### src/rtl/wdt_pkg.sv
// Constants, field layouts and state encodings of the windowed watchdog
package wdt_pkg;

	////////////////////////////////////////////////////////////////////////////
	// Register index map on the 3-bit port
	localparam logic [2:0] ADDR_CTL0 = 3'h0;
	localparam logic [2:0] ADDR_CTL1 = 3'h1;
	localparam logic [2:0] ADDR_PWR = 3'h2;
	localparam logic [2:0] ADDR_STAT = 3'h3;
	localparam logic [2:0] ADDR_CNT_LO = 3'h4;
	localparam logic [2:0] ADDR_CNT_MID = 3'h5;
	localparam logic [2:0] ADDR_CNT_HI = 3'h6;

	// Field positions
	localparam int CTL0_SWEN_BIT = 0;
	localparam int CTL0_PS_LSB = 1;
	localparam int CTL1_WIN_LSB = 0;
	localparam int CTL1_CS_LSB = 4;
	localparam int PWR_WV_BIT = 0;
	localparam int STAT_TO_BIT = 0;
	localparam int STAT_PD_BIT = 1;
	localparam int STAT_ARM_BIT = 2;
	localparam int STAT_OPEN_BIT = 3;
	localparam int STAT_ACT_BIT = 4;

	////////////////////////////////////////////////////////////////////////////
	// Modes and selector codes
	localparam logic [1:0] MODE_OFF = 2'h0;
	localparam logic [1:0] MODE_SOFT = 2'h1;
	localparam logic [1:0] MODE_AWAKE = 2'h2;
	localparam logic [1:0] MODE_ON = 2'h3;

	localparam logic [2:0] CS_LF = 3'h0;
	localparam logic [2:0] CS_MF = 3'h1;
	localparam logic [2:0] CS_SEC = 3'h2;
	localparam logic [2:0] CS_OPEN = 3'h7;

	localparam logic [2:0] WIN_OPEN = 3'h7;
	localparam logic [2:0] WIN_FULL = 3'h7;

	localparam logic [4:0] PS_OPEN = 5'h1F;
	localparam logic [4:0] PS_DEFAULT = 5'h0B;
	localparam logic [4:0] PS_MAX = 5'h12;
	localparam logic [4:0] PS_BASE_SHIFT = 5'h05;
	localparam logic [4:0] WIN_EIGHTH_SHIFT = 5'h03;

	////////////////////////////////////////////////////////////////////////////
	// Counter geometry and time-base divider
	localparam int PRE_W = 18;
	localparam int CNT_W = 23;
	localparam int MF_DIV_W = 4;
	localparam logic [3:0] MF_DIV_LAST = 4'hF;

	typedef enum logic [1:0] {
		ARM_IDLE = 2'b01,
		ARM_SET = 2'b10
	} arm_state_t;

endpackage

### src/rtl/timebase_tick.sv
// Oscillator synchronisers and watchdog time-base selector
`timescale 1ns/1ps
module timebase_tick (
	input wire logic mclk,
	input wire logic rst_n,
	input wire logic osc_lf,
	input wire logic osc_mf,
	input wire logic osc_sec,
	input wire logic [2:0] sel,
	output logic tick
);

	logic [2:0] osc_in;
	logic [2:0] s1_reg, s2_reg, s3_reg, stable_reg, stable_next, rise;
	logic [3:0] div_reg, div_next;
	logic tick_next;

	assign osc_in = {osc_sec, osc_mf, osc_lf};

	// Three stages per source; a level counts once stages two and three agree
	genvar g;
	generate
		for (g = 0; g < 3; g++)
		begin : g_sync
			always_comb
			begin
				stable_next[g] = (s2_reg[g] == s3_reg[g]) ? s3_reg[g] : stable_reg[g];
				rise[g] = stable_next[g] & ~stable_reg[g];
			end
		end
	endgenerate

	always_comb
	begin
		div_next = div_reg;
		if (rise[1])
			div_next = div_reg + 4'h1;
		case (sel)
			wdt_pkg::CS_LF: tick_next = rise[0];
			wdt_pkg::CS_MF: tick_next = rise[1] && (div_reg == wdt_pkg::MF_DIV_LAST);
			wdt_pkg::CS_SEC: tick_next = rise[2];
			default: tick_next = 1'b0;
		endcase
	end

	always_ff @(posedge mclk or negedge rst_n)
	begin
		if (!rst_n)
		begin
			s1_reg <= 3'h0;
			s2_reg <= 3'h0;
			s3_reg <= 3'h0;
			stable_reg <= 3'h0;
			div_reg <= 4'h0;
			tick <= 1'b0;
		end
		else
		begin
			s1_reg <= osc_in;
			s2_reg <= s1_reg;
			s3_reg <= s2_reg;
			stable_reg <= stable_next;
			div_reg <= div_next;
			tick <= tick_next;
		end
	end

endmodule // timebase_tick

### src/rtl/prescale_counter.sv
// Watchdog prescale and period counter with synchronous clear
`timescale 1ns/1ps
module prescale_counter #(
	parameter int WIDTH = 23
) (
	input wire logic mclk,
	input wire logic rst_n,
	input wire logic clear,
	input wire logic inc,
	output logic [WIDTH-1:0] count
);

	logic [WIDTH-1:0] count_next;

	// Clear beats increment so a restart never loses a cycle
	always_comb
	begin
		count_next = count;
		if (clear)
			count_next = '0;
		else if (inc)
			count_next = count + {{(WIDTH-1){1'b0}}, 1'b1};
	end

	always_ff @(posedge mclk or negedge rst_n)
	begin
		if (!rst_n)
			count <= '0;
		else
			count <= count_next;
	end

endmodule // prescale_counter

### src/rtl/windowed_watchdog_timer.sv
// Windowed watchdog timer: control registers, window check and reset/wake generation
`timescale 1ns/1ps
module windowed_watchdog_timer (
	input wire logic mclk,
	input wire logic rst_n,
	input wire logic low_freq_internal_osc,
	input wire logic mid_freq_internal_osc,
	input wire logic secondary_osc,
	input wire logic [1:0] wd_mode_cfg,
	input wire logic [2:0] timebase_cfg,
	input wire logic [2:0] window_cfg,
	input wire logic [4:0] period_cfg,
	input wire logic sleep_active,
	input wire logic watchdog_clear_command,
	input wire logic osc_startup_timer,
	input wire logic [2:0] addr,
	input wire logic [7:0] wdata,
	input wire logic wr_en,
	input wire logic rd_en,
	output logic [7:0] rdata,
	output logic wdt_reset_req,
	output logic wake_req,
	output logic timeout_status_bit,
	output logic powerdown_status_bit,
	output logic window_violation_flag_n
);

	////////////////////////////////////////////////////////////////////////////
	// Decoding for the counter compare, the window check and the mode enable

	function automatic logic [4:0] ratio_shift(input logic [4:0] ps);
		if (ps > wdt_pkg::PS_MAX)
			ratio_shift = wdt_pkg::PS_BASE_SHIFT;
		else
			ratio_shift = ps + wdt_pkg::PS_BASE_SHIFT;
	endfunction

	function automatic logic [22:0] terminal_count(input logic [4:0] ps);
		logic [23:0] full;
		full = 24'h000001 << ratio_shift(ps);
		terminal_count = full[22:0] - 23'h000001;
	endfunction

	function automatic logic [22:0] window_start(input logic [4:0] ps, input logic [2:0] win);
		logic [2:0] closed;
		logic [25:0] t;
		closed = wdt_pkg::WIN_FULL - win;
		t = {23'h000000, closed} << (ratio_shift(ps) - wdt_pkg::WIN_EIGHTH_SHIFT);
		window_start = t[22:0];
	endfunction

	function automatic logic wd_active(input logic [1:0] mode, input logic swen,
		input logic asleep);
		case (mode)
			wdt_pkg::MODE_ON: wd_active = 1'b1;
			wdt_pkg::MODE_AWAKE: wd_active = !asleep;
			wdt_pkg::MODE_SOFT: wd_active = swen;
			default: wd_active = 1'b0;
		endcase
	endfunction

	////////////////////////////////////////////////////////////////////////////
	// State

	logic loaded_reg, loaded_next;
	logic [4:0] period_reg, period_next;
	logic swen_reg, swen_next;
	logic [2:0] tbsel_reg, tbsel_next;
	logic [2:0] win_reg, win_next;
	logic flag_n_next, to_next, pd_next, reset_next, wake_next;
	logic sleep_d_reg;
	logic [7:0] rdata_next;
	wdt_pkg::arm_state_t arm_reg, arm_next;

	logic tick, active, windowed, window_open, at_term, expire;
	logic clr_cmd, bad_clear, good_clear, sleep_edge, ctl_write, cnt_clear;
	logic [22:0] count;

	timebase_tick u_tick (
		.mclk(mclk),
		.rst_n(rst_n),
		.osc_lf(low_freq_internal_osc),
		.osc_mf(mid_freq_internal_osc),
		.osc_sec(secondary_osc),
		.sel(tbsel_reg),
		.tick(tick)
	);

	prescale_counter #(
		.WIDTH(wdt_pkg::CNT_W)
	) u_count (
		.mclk(mclk),
		.rst_n(rst_n),
		.clear(cnt_clear),
		.inc(tick && active),
		.count(count)
	);

	////////////////////////////////////////////////////////////////////////////
	// Watchdog decisions

	always_comb
	begin
		active = loaded_reg && wd_active(wd_mode_cfg, swen_reg, sleep_active);
		windowed = (win_reg != wdt_pkg::WIN_OPEN);
		window_open = (count >= window_start(period_reg, win_reg));
		at_term = (count == terminal_count(period_reg));
		expire = tick && active && at_term;
		clr_cmd = watchdog_clear_command && active;
		// Unarmed or early clear in windowed mode
		bad_clear = clr_cmd && windowed
			&& (arm_reg != wdt_pkg::ARM_SET || !window_open);
		good_clear = clr_cmd && !bad_clear;
		sleep_edge = (sleep_active != sleep_d_reg);
		ctl_write = wr_en && (addr == wdt_pkg::ADDR_CTL0 || addr == wdt_pkg::ADDR_CTL1);
		cnt_clear = !active || good_clear || bad_clear || expire || sleep_edge
			|| osc_startup_timer || ctl_write;
		reset_next = (expire && !sleep_active) || bad_clear;
		wake_next = expire && sleep_active;
	end

	////////////////////////////////////////////////////////////////////////////
	// Registers, straps and status

	always_comb
	begin
		loaded_next = 1'b1;
		period_next = period_reg;
		swen_next = swen_reg;
		tbsel_next = tbsel_reg;
		win_next = win_reg;
		flag_n_next = window_violation_flag_n;
		to_next = timeout_status_bit;
		pd_next = powerdown_status_bit;
		arm_next = arm_reg;
		// Straps are taken on the first cycle after release, not under reset
		if (!loaded_reg)
		begin
			period_next = (period_cfg == wdt_pkg::PS_OPEN) ? wdt_pkg::PS_DEFAULT : period_cfg;
			tbsel_next = (timebase_cfg == wdt_pkg::CS_OPEN) ? wdt_pkg::CS_LF : timebase_cfg;
			win_next = window_cfg;
		end
		else if (wr_en)
		begin
			if (addr == wdt_pkg::ADDR_CTL0)
			begin
				swen_next = wdata[wdt_pkg::CTL0_SWEN_BIT];
				if (period_cfg == wdt_pkg::PS_OPEN)
					period_next = wdata[wdt_pkg::CTL0_PS_LSB +: 5];
			end
			if (addr == wdt_pkg::ADDR_CTL1)
			begin
				if (timebase_cfg == wdt_pkg::CS_OPEN)
					tbsel_next = wdata[wdt_pkg::CTL1_CS_LSB +: 3];
				if (window_cfg == wdt_pkg::WIN_OPEN)
					win_next = wdata[wdt_pkg::CTL1_WIN_LSB +: 3];
			end
			if (addr == wdt_pkg::ADDR_PWR)
				flag_n_next = wdata[wdt_pkg::PWR_WV_BIT];
		end
		// Hardware event beats a same-cycle software write
		if (bad_clear)
			flag_n_next = 1'b0;
		if (rd_en && addr == wdt_pkg::ADDR_CTL0)
			arm_next = wdt_pkg::ARM_SET;
		if (clr_cmd)
			arm_next = wdt_pkg::ARM_IDLE;
		case (arm_next)
			wdt_pkg::ARM_IDLE: arm_next = wdt_pkg::ARM_IDLE;
			wdt_pkg::ARM_SET: arm_next = wdt_pkg::ARM_SET;
			default: arm_next = wdt_pkg::ARM_IDLE;
		endcase
		if (good_clear)
		begin
			to_next = 1'b1;
			pd_next = 1'b1;
		end
		if (sleep_active && !sleep_d_reg)
			pd_next = 1'b0;
		if (expire)
			to_next = 1'b0;
	end

	always_comb
	begin
		rdata_next = 8'h00;
		if (rd_en)
		begin
			case (addr)
				wdt_pkg::ADDR_CTL0: rdata_next = {2'h0, period_reg, swen_reg};
				wdt_pkg::ADDR_CTL1: rdata_next = {1'b0, tbsel_reg, 1'b0, win_reg};
				wdt_pkg::ADDR_PWR: rdata_next = {7'h00, window_violation_flag_n};
				wdt_pkg::ADDR_STAT: rdata_next = {3'h0, active, window_open,
					arm_reg == wdt_pkg::ARM_SET, powerdown_status_bit, timeout_status_bit};
				wdt_pkg::ADDR_CNT_LO: rdata_next = count[7:0];
				wdt_pkg::ADDR_CNT_MID: rdata_next = count[15:8];
				wdt_pkg::ADDR_CNT_HI: rdata_next = {1'b0, count[22:16]};
				default: rdata_next = 8'h00;
			endcase
		end
	end

	always_ff @(posedge mclk or negedge rst_n)
	begin
		if (!rst_n)
		begin
			loaded_reg <= 1'b0;
			period_reg <= wdt_pkg::PS_DEFAULT;
			swen_reg <= 1'b0;
			tbsel_reg <= wdt_pkg::CS_LF;
			win_reg <= wdt_pkg::WIN_OPEN;
			window_violation_flag_n <= 1'b1;
			timeout_status_bit <= 1'b1;
			powerdown_status_bit <= 1'b1;
			arm_reg <= wdt_pkg::ARM_IDLE;
			sleep_d_reg <= 1'b0;
			wdt_reset_req <= 1'b0;
			wake_req <= 1'b0;
			rdata <= 8'h00;
		end
		else
		begin
			loaded_reg <= loaded_next;
			period_reg <= period_next;
			swen_reg <= swen_next;
			tbsel_reg <= tbsel_next;
			win_reg <= win_next;
			window_violation_flag_n <= flag_n_next;
			timeout_status_bit <= to_next;
			powerdown_status_bit <= pd_next;
			arm_reg <= arm_next;
			sleep_d_reg <= sleep_active;
			wdt_reset_req <= reset_next;
			wake_req <= wake_next;
			rdata <= rdata_next;
		end
	end
endmodule // windowed_watchdog_timer

### config.mk
export PLATFORM = sky130hd
export DESIGN_NAME = windowed_watchdog_timer
export DESIGN_NICKNAME = d
export VERILOG_FILES = /design/src/rtl/wdt_pkg.sv /design/src/rtl/timebase_tick.sv /design/src/rtl/prescale_counter.sv /design/src/rtl/windowed_watchdog_timer.sv
export SDC_FILE = /design/constraint.sdc
export NUM_CORES = 1
export LEC_CHECK = 0
export ABC_AREA = 1
export BUFFER_PORTS_ARGS = -buffer_cell sky130_fd_sc_hd__buf_2
export CAP_MARGIN = 10
export CORE_MARGIN = 5
export CORE_UTILIZATION = 49
export DETAILED_ROUTE_END_ITERATION = 8
export GPL_TIMING_DRIVEN = 0
export MAX_ROUTING_LAYER = met4
export PLACE_DENSITY = 0.74
export SETUP_SLACK_MARGIN = 0.3
export SLEW_MARGIN = 20
export SYNTH_ARGS = -nofsm -noshare
export SYNTH_HDL_FRONTEND = slang
export SYNTH_SLANG_ARGS = --single-unit
### constraint.sdc
create_clock -name mclk -period 4.9 [get_ports mclk]
set_clock_uncertainty 0.2 [all_clocks]
set_input_delay 0.735 -clock mclk [delete_from_list [all_inputs] [get_ports mclk]]
set_output_delay 0.735 -clock mclk [all_outputs]
set_load 0.05 [all_outputs]
Word-level counts from Yosys, hierarchy flattened:

Cells that the tools add are included.
Widths: inputs -> output; s select.

* reductions and logical operators: 40
* $mul: 0
* eq/ne operators: 30
* mux-type cells: 34
* magnitude comparators: 2
* divide/modulo/power cells: 0
* bitwise gates (word level): 6
* add/sub/neg operators: 6
* shift-type cells: 2

Operator list (number)
* $pmux 8 s7: 1
* $mux 23: 2
* $mux 5: 6
* $mux 3: 9
* $add 23x1->23 const B: 1
* $eq 23x23->1: 1
* $ge 23x23->1: 1
* $shl 1x5->23 const A: 1
* $shl 3x5->23: 1
* $sub 23x1->23 const B: 1
* $eq 3x3->1 const B: 5
* $reduce_and 3->1: 5
* $logic_and 1x1->1: 13
* $reduce_bool 2->1: 6
* $mux 1: 10
* $ne 2x1->1 const B: 5
* $eq 3x2->1 const B: 3
* $logic_or 1x1->1: 9
* $eq 2x2->1 const B: 4
* $mux 8: 1
* $eq 3x1->1 const B: 2
* $logic_not 3->1: 2
* $mux 2: 3
* $pmux 1 s3: 2
* 15 further kinds: 26

* bits in latches: 0
* memory bits (writable): 0
* register bits: 69
* memories: 0
* output and inout port bits: 13
* ROM bits: 0

Logic depth before layout (Yosys ltp):

* depth in word-level cells: 17
* mapped depth: 29

Hierarchy:

Synthesis repeated with hierarchy kept, for this count alone.

* cell total of the unflattened synthesis: 939
* area total of the unflattened synthesis: 6272.3 um^2

Modules (own cells, without submodules)
* windowed_watchdog_timer: times used 1, cells an instance 701, area an instance 4339.2 um^2, seq. area each 738.2 um^2
* prescale_counter: times used 1, cells an instance 179, area an instance 1300.0 um^2, seq. area each 575.6 um^2
* timebase_tick: times used 1, cells an instance 59, area an instance 633.1 um^2, seq. area each 425.4 um^2

Worst setup path after synthesis:

OpenSTA, ideal clock, no wires.

* path type: register -> register
* from: register period_reg[1]
* to: register timeout_status_bit
* path buffers: 0
* period minus slack after synthesis: 4.061 ns
* arrival: 3.788 ns
* path slack: 0.839 ns
* data required time: 4.627 ns
* cell stages (with the launch flop): 29
* cell sequence: dfstp_2 ha_1 inv_1 nand2_1 nand2_2 nand2_4 inv_1 nor2_1 inv_1 ha_1 nor2_1 nand2_1 xor2_1 inv_1 nor2_1 nand2_1 ha_1 nand2_1 o21ai_0 nand4_1 o211ai_1 nand3_1 nand3_1 nand2_1 nand3_1 nand2_1 nand2_1 nand3_1 a21oi_1

* longest elaborated chain between the ends: 11
* elaborated cells between the ends (all ways): 17
* those cells by class: add/sub (3); order compare (2); eq/ne (1); shift (2); mux (2); reduce/logical (7)

RTL lines
* start, declared: RTL line windowed_watchdog_timer.sv:66 `logic [4:0] period_reg, period_next;`
* start signal, assigned: RTL line windowed_watchdog_timer.sv:208 `period_reg <= wdt_pkg::PS_DEFAULT;`
* start signal, assigned: RTL line windowed_watchdog_timer.sv:224 `period_reg <= period_next;`
* $add 5x3->5 or $gt 5x5->1 (tied branches): RTL line windowed_watchdog_timer.sv:35, windowed_watchdog_timer.sv:32
* $mux 5 *: RTL line windowed_watchdog_timer.sv:32 `if (ps > wdt_pkg::PS_MAX)`
* $sub 5x2->5: RTL line windowed_watchdog_timer.sv:48 `t = {23'h000000, closed} << (ratio_shift(ps) - wdt_pkg::WIN_EIGHTH_SHIFT);`
* $shl 3x5->23: RTL line windowed_watchdog_timer.sv:48
* $ge 23x23->1: RTL line windowed_watchdog_timer.sv:106 `window_open = (count >= window_start(period_reg, win_reg));`
* $logic_not 1->1: RTL line windowed_watchdog_timer.sv:112 `&& (arm_reg != wdt_pkg::ARM_SET || !window_open);`
* $logic_or 1x1->1: RTL line windowed_watchdog_timer.sv:112
* $logic_and 1x1->1: RTL line windowed_watchdog_timer.sv:112
* $logic_not 1->1: RTL line windowed_watchdog_timer.sv:113 `good_clear = clr_cmd && !bad_clear;`
* $logic_and 1x1->1: RTL line windowed_watchdog_timer.sv:113
* $reduce_bool 2->1 (no source line)
* end signal, assigned: RTL line windowed_watchdog_timer.sv:229 `timeout_status_bit <= to_next;`
* end, declared: RTL line windowed_watchdog_timer.sv:23 `output logic timeout_status_bit,`

Every way passes the cells marked *; elsewhere a longest branch is shown, timed or not.
A chain may end at the register's enable or synchronous reset.

Worst setup path in the final report:

* from: register period_reg[0]
* to: register rdata[3]

* longest elaborated chain between the ends: 7
* elaborated cells between the ends (all ways): 8
* those cells by class: add/sub (2); order compare (2); shift (1); mux (3)

RTL lines
* $add 5x3->5 or $gt 5x5->1 (tied branches): RTL line windowed_watchdog_timer.sv:35, windowed_watchdog_timer.sv:32
* $mux 5 *: RTL line windowed_watchdog_timer.sv:32
* $sub 5x2->5 *: RTL line windowed_watchdog_timer.sv:48
* $shl 3x5->23 *: RTL line windowed_watchdog_timer.sv:48
* $ge 23x23->1 *: RTL line windowed_watchdog_timer.sv:106
* $pmux 8 s7 *: RTL line windowed_watchdog_timer.sv:189 `case (addr)`
* $mux 8 *: RTL line windowed_watchdog_timer.sv:187 `if (rd_en)`
* named net rdata_next[3]: RTL line windowed_watchdog_timer.sv:72 `logic [7:0] rdata_next;`
* end signal, assigned: RTL line windowed_watchdog_timer.sv:235 `rdata <= rdata_next;`
* end, declared: RTL line windowed_watchdog_timer.sv:20 `output logic [7:0] rdata,`

The timed path passes the listed nets; every way through them passes the cells marked *.

==> impl_metrics.py <==
metrics = {
    "pwr": {
        "p_int_w": 0.00128,
        "p_leak_nw": 3.18,
        "seqPwrFrac_pct": 30.3,
        "swShare_pct": 40.9,
        "combPwrFrac_pct": 42.3,
        "switching_power_w": 0.000882,
        "ir_drop_mv": 0.309,
        "powerDensity_nw_per_um2": 330,
        "pwr-share-clk_pct": 27.3,
    },
    "setup_path": {
        "critPathMostFrequentCell": "nand2_1",
        "cpLargestDelayFamily": "simple AND/OR/NAND/NOR gates",
        "path_max_fanout": 10,
        "critPathCaptureType": "register",
        "path_buf_inv": 5,
        "critical_path_class": "register to register",
        "crit_slowest_cell": "dfstp_2",
        "cp.required_ns": 4.91,
        "worstReg2RegEnd": "rdata[3]$_DFF_PN0_",
        "critPathArrivalTime_ns": 4.34,
        "max_stage_delay_ns": 0.58,
        "cp.depth": 25,
        "r2r-start": "period_reg[0]$_DFFE_PN1P_",
        "critPathLaunchType": "register",
        "r2r.worst_path.cells": 25,
        "reg2reg_setup_slack_ns": 0.57,
    },
    "routing": {
        "drt-total-wl_mm": 15.6,
        "dr_wl_met3_mm": 1.44,
        "wl_met2_mm": 7.04,
        "wl_met1_mm": 6.63,
        "post_drt_wl_per_cell_um": 15.5,
        "via_count": 5526,
        "vias_per_cell": 5.50,
        "drtIter0Drc": 605,
        "dr.pass1.iters": 5,
        "top_layer": "met4",
        "postRouteAntennaNets": 0,
        "drc_errors": 0,
    },
    "sta": {
        "fmax_ghz": 0.231,
        "slew_headroom_pct": 53.6,
        "period_share_pct": 88.4,
        "fin_hold_ws_ns": 0.105,
        "finalSetupViolCount": 0,
        "tightest_slew_ns": 0.686,
        "timing.final.max_slew_violations": 0,
        "setup_ws_ns": 0.570,
        "post-route-min-period_ns": 4.33,
        "hold_viol_final": 0,
        "tns_ns": 0,
        "rsz0062_at_grt": "yes",
    },
    "placement": {
        "portBuffers": 45,
        "gp_congestion": 0.974,
        "pre_cts_ws_ns": -0.101,
        "placed_cell_area_um2": 6010,
        "dp.cells": 975,
        "dpl.hpwl_mm": 12.2,
    },
    "layout": {
        "largest_reg_flops": 23,
        "n_antenna_cell": 0,
        "fin_area_um2": 6530,
        "layoutNonFillerInstCount": 1005,
        "layout_common_cells": "196 x nand2_1, 100 x inv_1, 71 x nor2_1",
        "nFillCells": 1076,
        "drive_gt1_share_pct": 19.1,
        "ff_latch_area_um2": 1740,
        "multiInputGateArea_um2": 3470,
        "fin_nets": 926,
        "final_common_cell": "nand2_1",
        "syn_to_final_growth_pct": 17.1,
    },
    "yosys": {
        "synth_edf_count": 0,
        "syn-num-nets": 855,
        "synth_seq_cells": 69,
        "async_flop_share_pct": 100,
        "synth_area_per_cell_um2": 7.10,
        "yosysUniqueCellTypes": 50,
        "yosysWarnings": 0,
        "yosysSeqAreaShare_pct": 31.2,
        "ys.flop_type": "dfrtp_1",
        "synth_area_um2": 5580,
        "synth_cells": 786,
    },
    "global_route": {
        "grt_first_pass_wirelength_mm": 25.6,
        "grt_pass1_vias": 5144,
        "grt_usage_pct": 24.9,
        "overflow": 0,
        "antenna_found_initial": 0,
        "grt_max_degree": 42,
    },
    "die": {
        "fp.dieArea_um2": 13600,
        "fp.dieH_um": 117,
        "die_w_um": 117,
        "io_pins": 47,
        "initial_core_util_pct": 49.5,
        "rows": 39,
        "core_um2": 11300,
    },
    "clock_network": {
        "insertion_delay_ns": 0.34,
        "cts_buffers": 9,
        "clk_pin_slew_ns": 0.06,
        "tritoncts": "built",
        "cts-root-buf": "clkbuf_16",
        "clock-sinks": 69,
        "h-tree-depth": 3,
        "clock_path_buffers": 2,
    },
    "outcome": {
        "status": "finished, final reports clean",
    },
    "run": {
        "drv_cap": 0,
    },
    "worst_hold_path": {
        "hold_path_class": "input port to async pin",
    },
}
==> how the worst max path moves through the flow <==
stage / from / to / slack, ns
floorplan: period_reg[1]$_DFFE_PN1P_ / timeout_status_bit$_DFFE_PN1P_ / 0.84
global placement: period_reg[1]$_DFFE_PN1P_ / timeout_status_bit$_DFFE_PN1P_ / -0.05
detailed placement: period_reg[1]$_DFFE_PN1P_ / timeout_status_bit$_DFFE_PN1P_ / -0.10
CTS: period_reg[1]$_DFFE_PN1P_ / timeout_status_bit$_DFFE_PN1P_ / 0.29
global route: period_reg[0]$_DFFE_PN1P_ / u_count.count[13]$_DFFE_PN0P_ / 0.25
finish: period_reg[0]$_DFFE_PN1P_ / rdata[3]$_DFF_PN0_ / 0.57
==> cell families after synthesis <==
kind of cell	share of synthesized area (%)
flops	31.2
fa+ha+maj	8.39
mux	0.179
xor+xnor	6.03
compound gates	12.0
other cells	0.0672
buf+inv	8.54
simple gates	33.7
==> per-layer routing <==
layer	vias to the layer above	global-route usage (%)
li1	2725	-
met1	2545	33.0
met2	225	38.3
met3	31	4.77
met4	0	8.87
met5	-	-
==> what timing repair did <==
action / CTS / global route
pin swaps: 0 / 4
cloned: 0 / 1
setup buffers: 0 / 13
hold endpoints to repair: 0 / 0
setup endpoints to repair: 25 / 29
hold buffers: 0 / 0
gates resized for setup: 5 / 31
==> synth_stat cells (2+ instances only) <==
master	count	area, um2
o22ai_1	8	50.1
nor2_4	4	45.0
nor2_1	78	293
a22oi_1	4	30.0
dfrtp_1	59	1480
xnor2_1	2	17.5
o211ai_1	4	30.0
o21a_1	3	22.5
clkbuf_1	3	11.3
nand2_2	6	37.5
ha_1	35	438
nor4_1	2	12.5
nand4_1	21	131
inv_1	104	390
xor2_1	32	280
nand2_4	2	22.5
nand2_1	196	736
nor2_2	26	163
a211oi_1	3	22.5
inv_2	5	18.8
maj3_1	3	30.0
nor3_1	16	80.1
a31oi_1	5	31.3
dfstp_2	10	263
buf_6	4	45.0
o21ai_0	40	200
a21oi_1	23	115
nand3_2	8	80.1
nand3_1	53	265
o21ai_1	2	10.0
a221oi_1	6	52.6
==> power by group through the flow <==
stage | sequential [W] | combinational (W) | clock [W]
after floorplan | 0.000669 | 0.000600 | 0
after global placement | 0.000660 | 0.000800 | 0
after detailed placement | 0.000663 | 0.000811 | 0
after CTS | 0.000654 | 0.000824 | 0.000605
after global routing | 0.000660 | 0.00102 | 0.000631
final | 0.000654 | 0.000914 | 0.000590
==> cell type report <==
| cell class | instances | share of cell area [%] |
|---|---|---|
| buffer | 8 | 1.11 |
| sequential | 69 | 26.6 |
| tap | 143 | 2.74 |
| inverter | 110 | 6.43 |
| clock buffer | 10 | 3.50 |
| timing repair buffer | 60 | 5.86 |
| multi-input combinational | 599 | 53.1 |
| clock inverter | 6 | 0.632 |
==> through the flow <==
step / power, W / util [%]
floorplan: 0.00127 / -
global placement: 0.00146 / 53.1
detailed placement: 0.00147 / 53.3
CTS: 0.00208 / 55.8
global route: 0.00231 / 58.0
finish: 0.00216 / 58.0
Note: power is estimated with default switching activity, not from simulation.
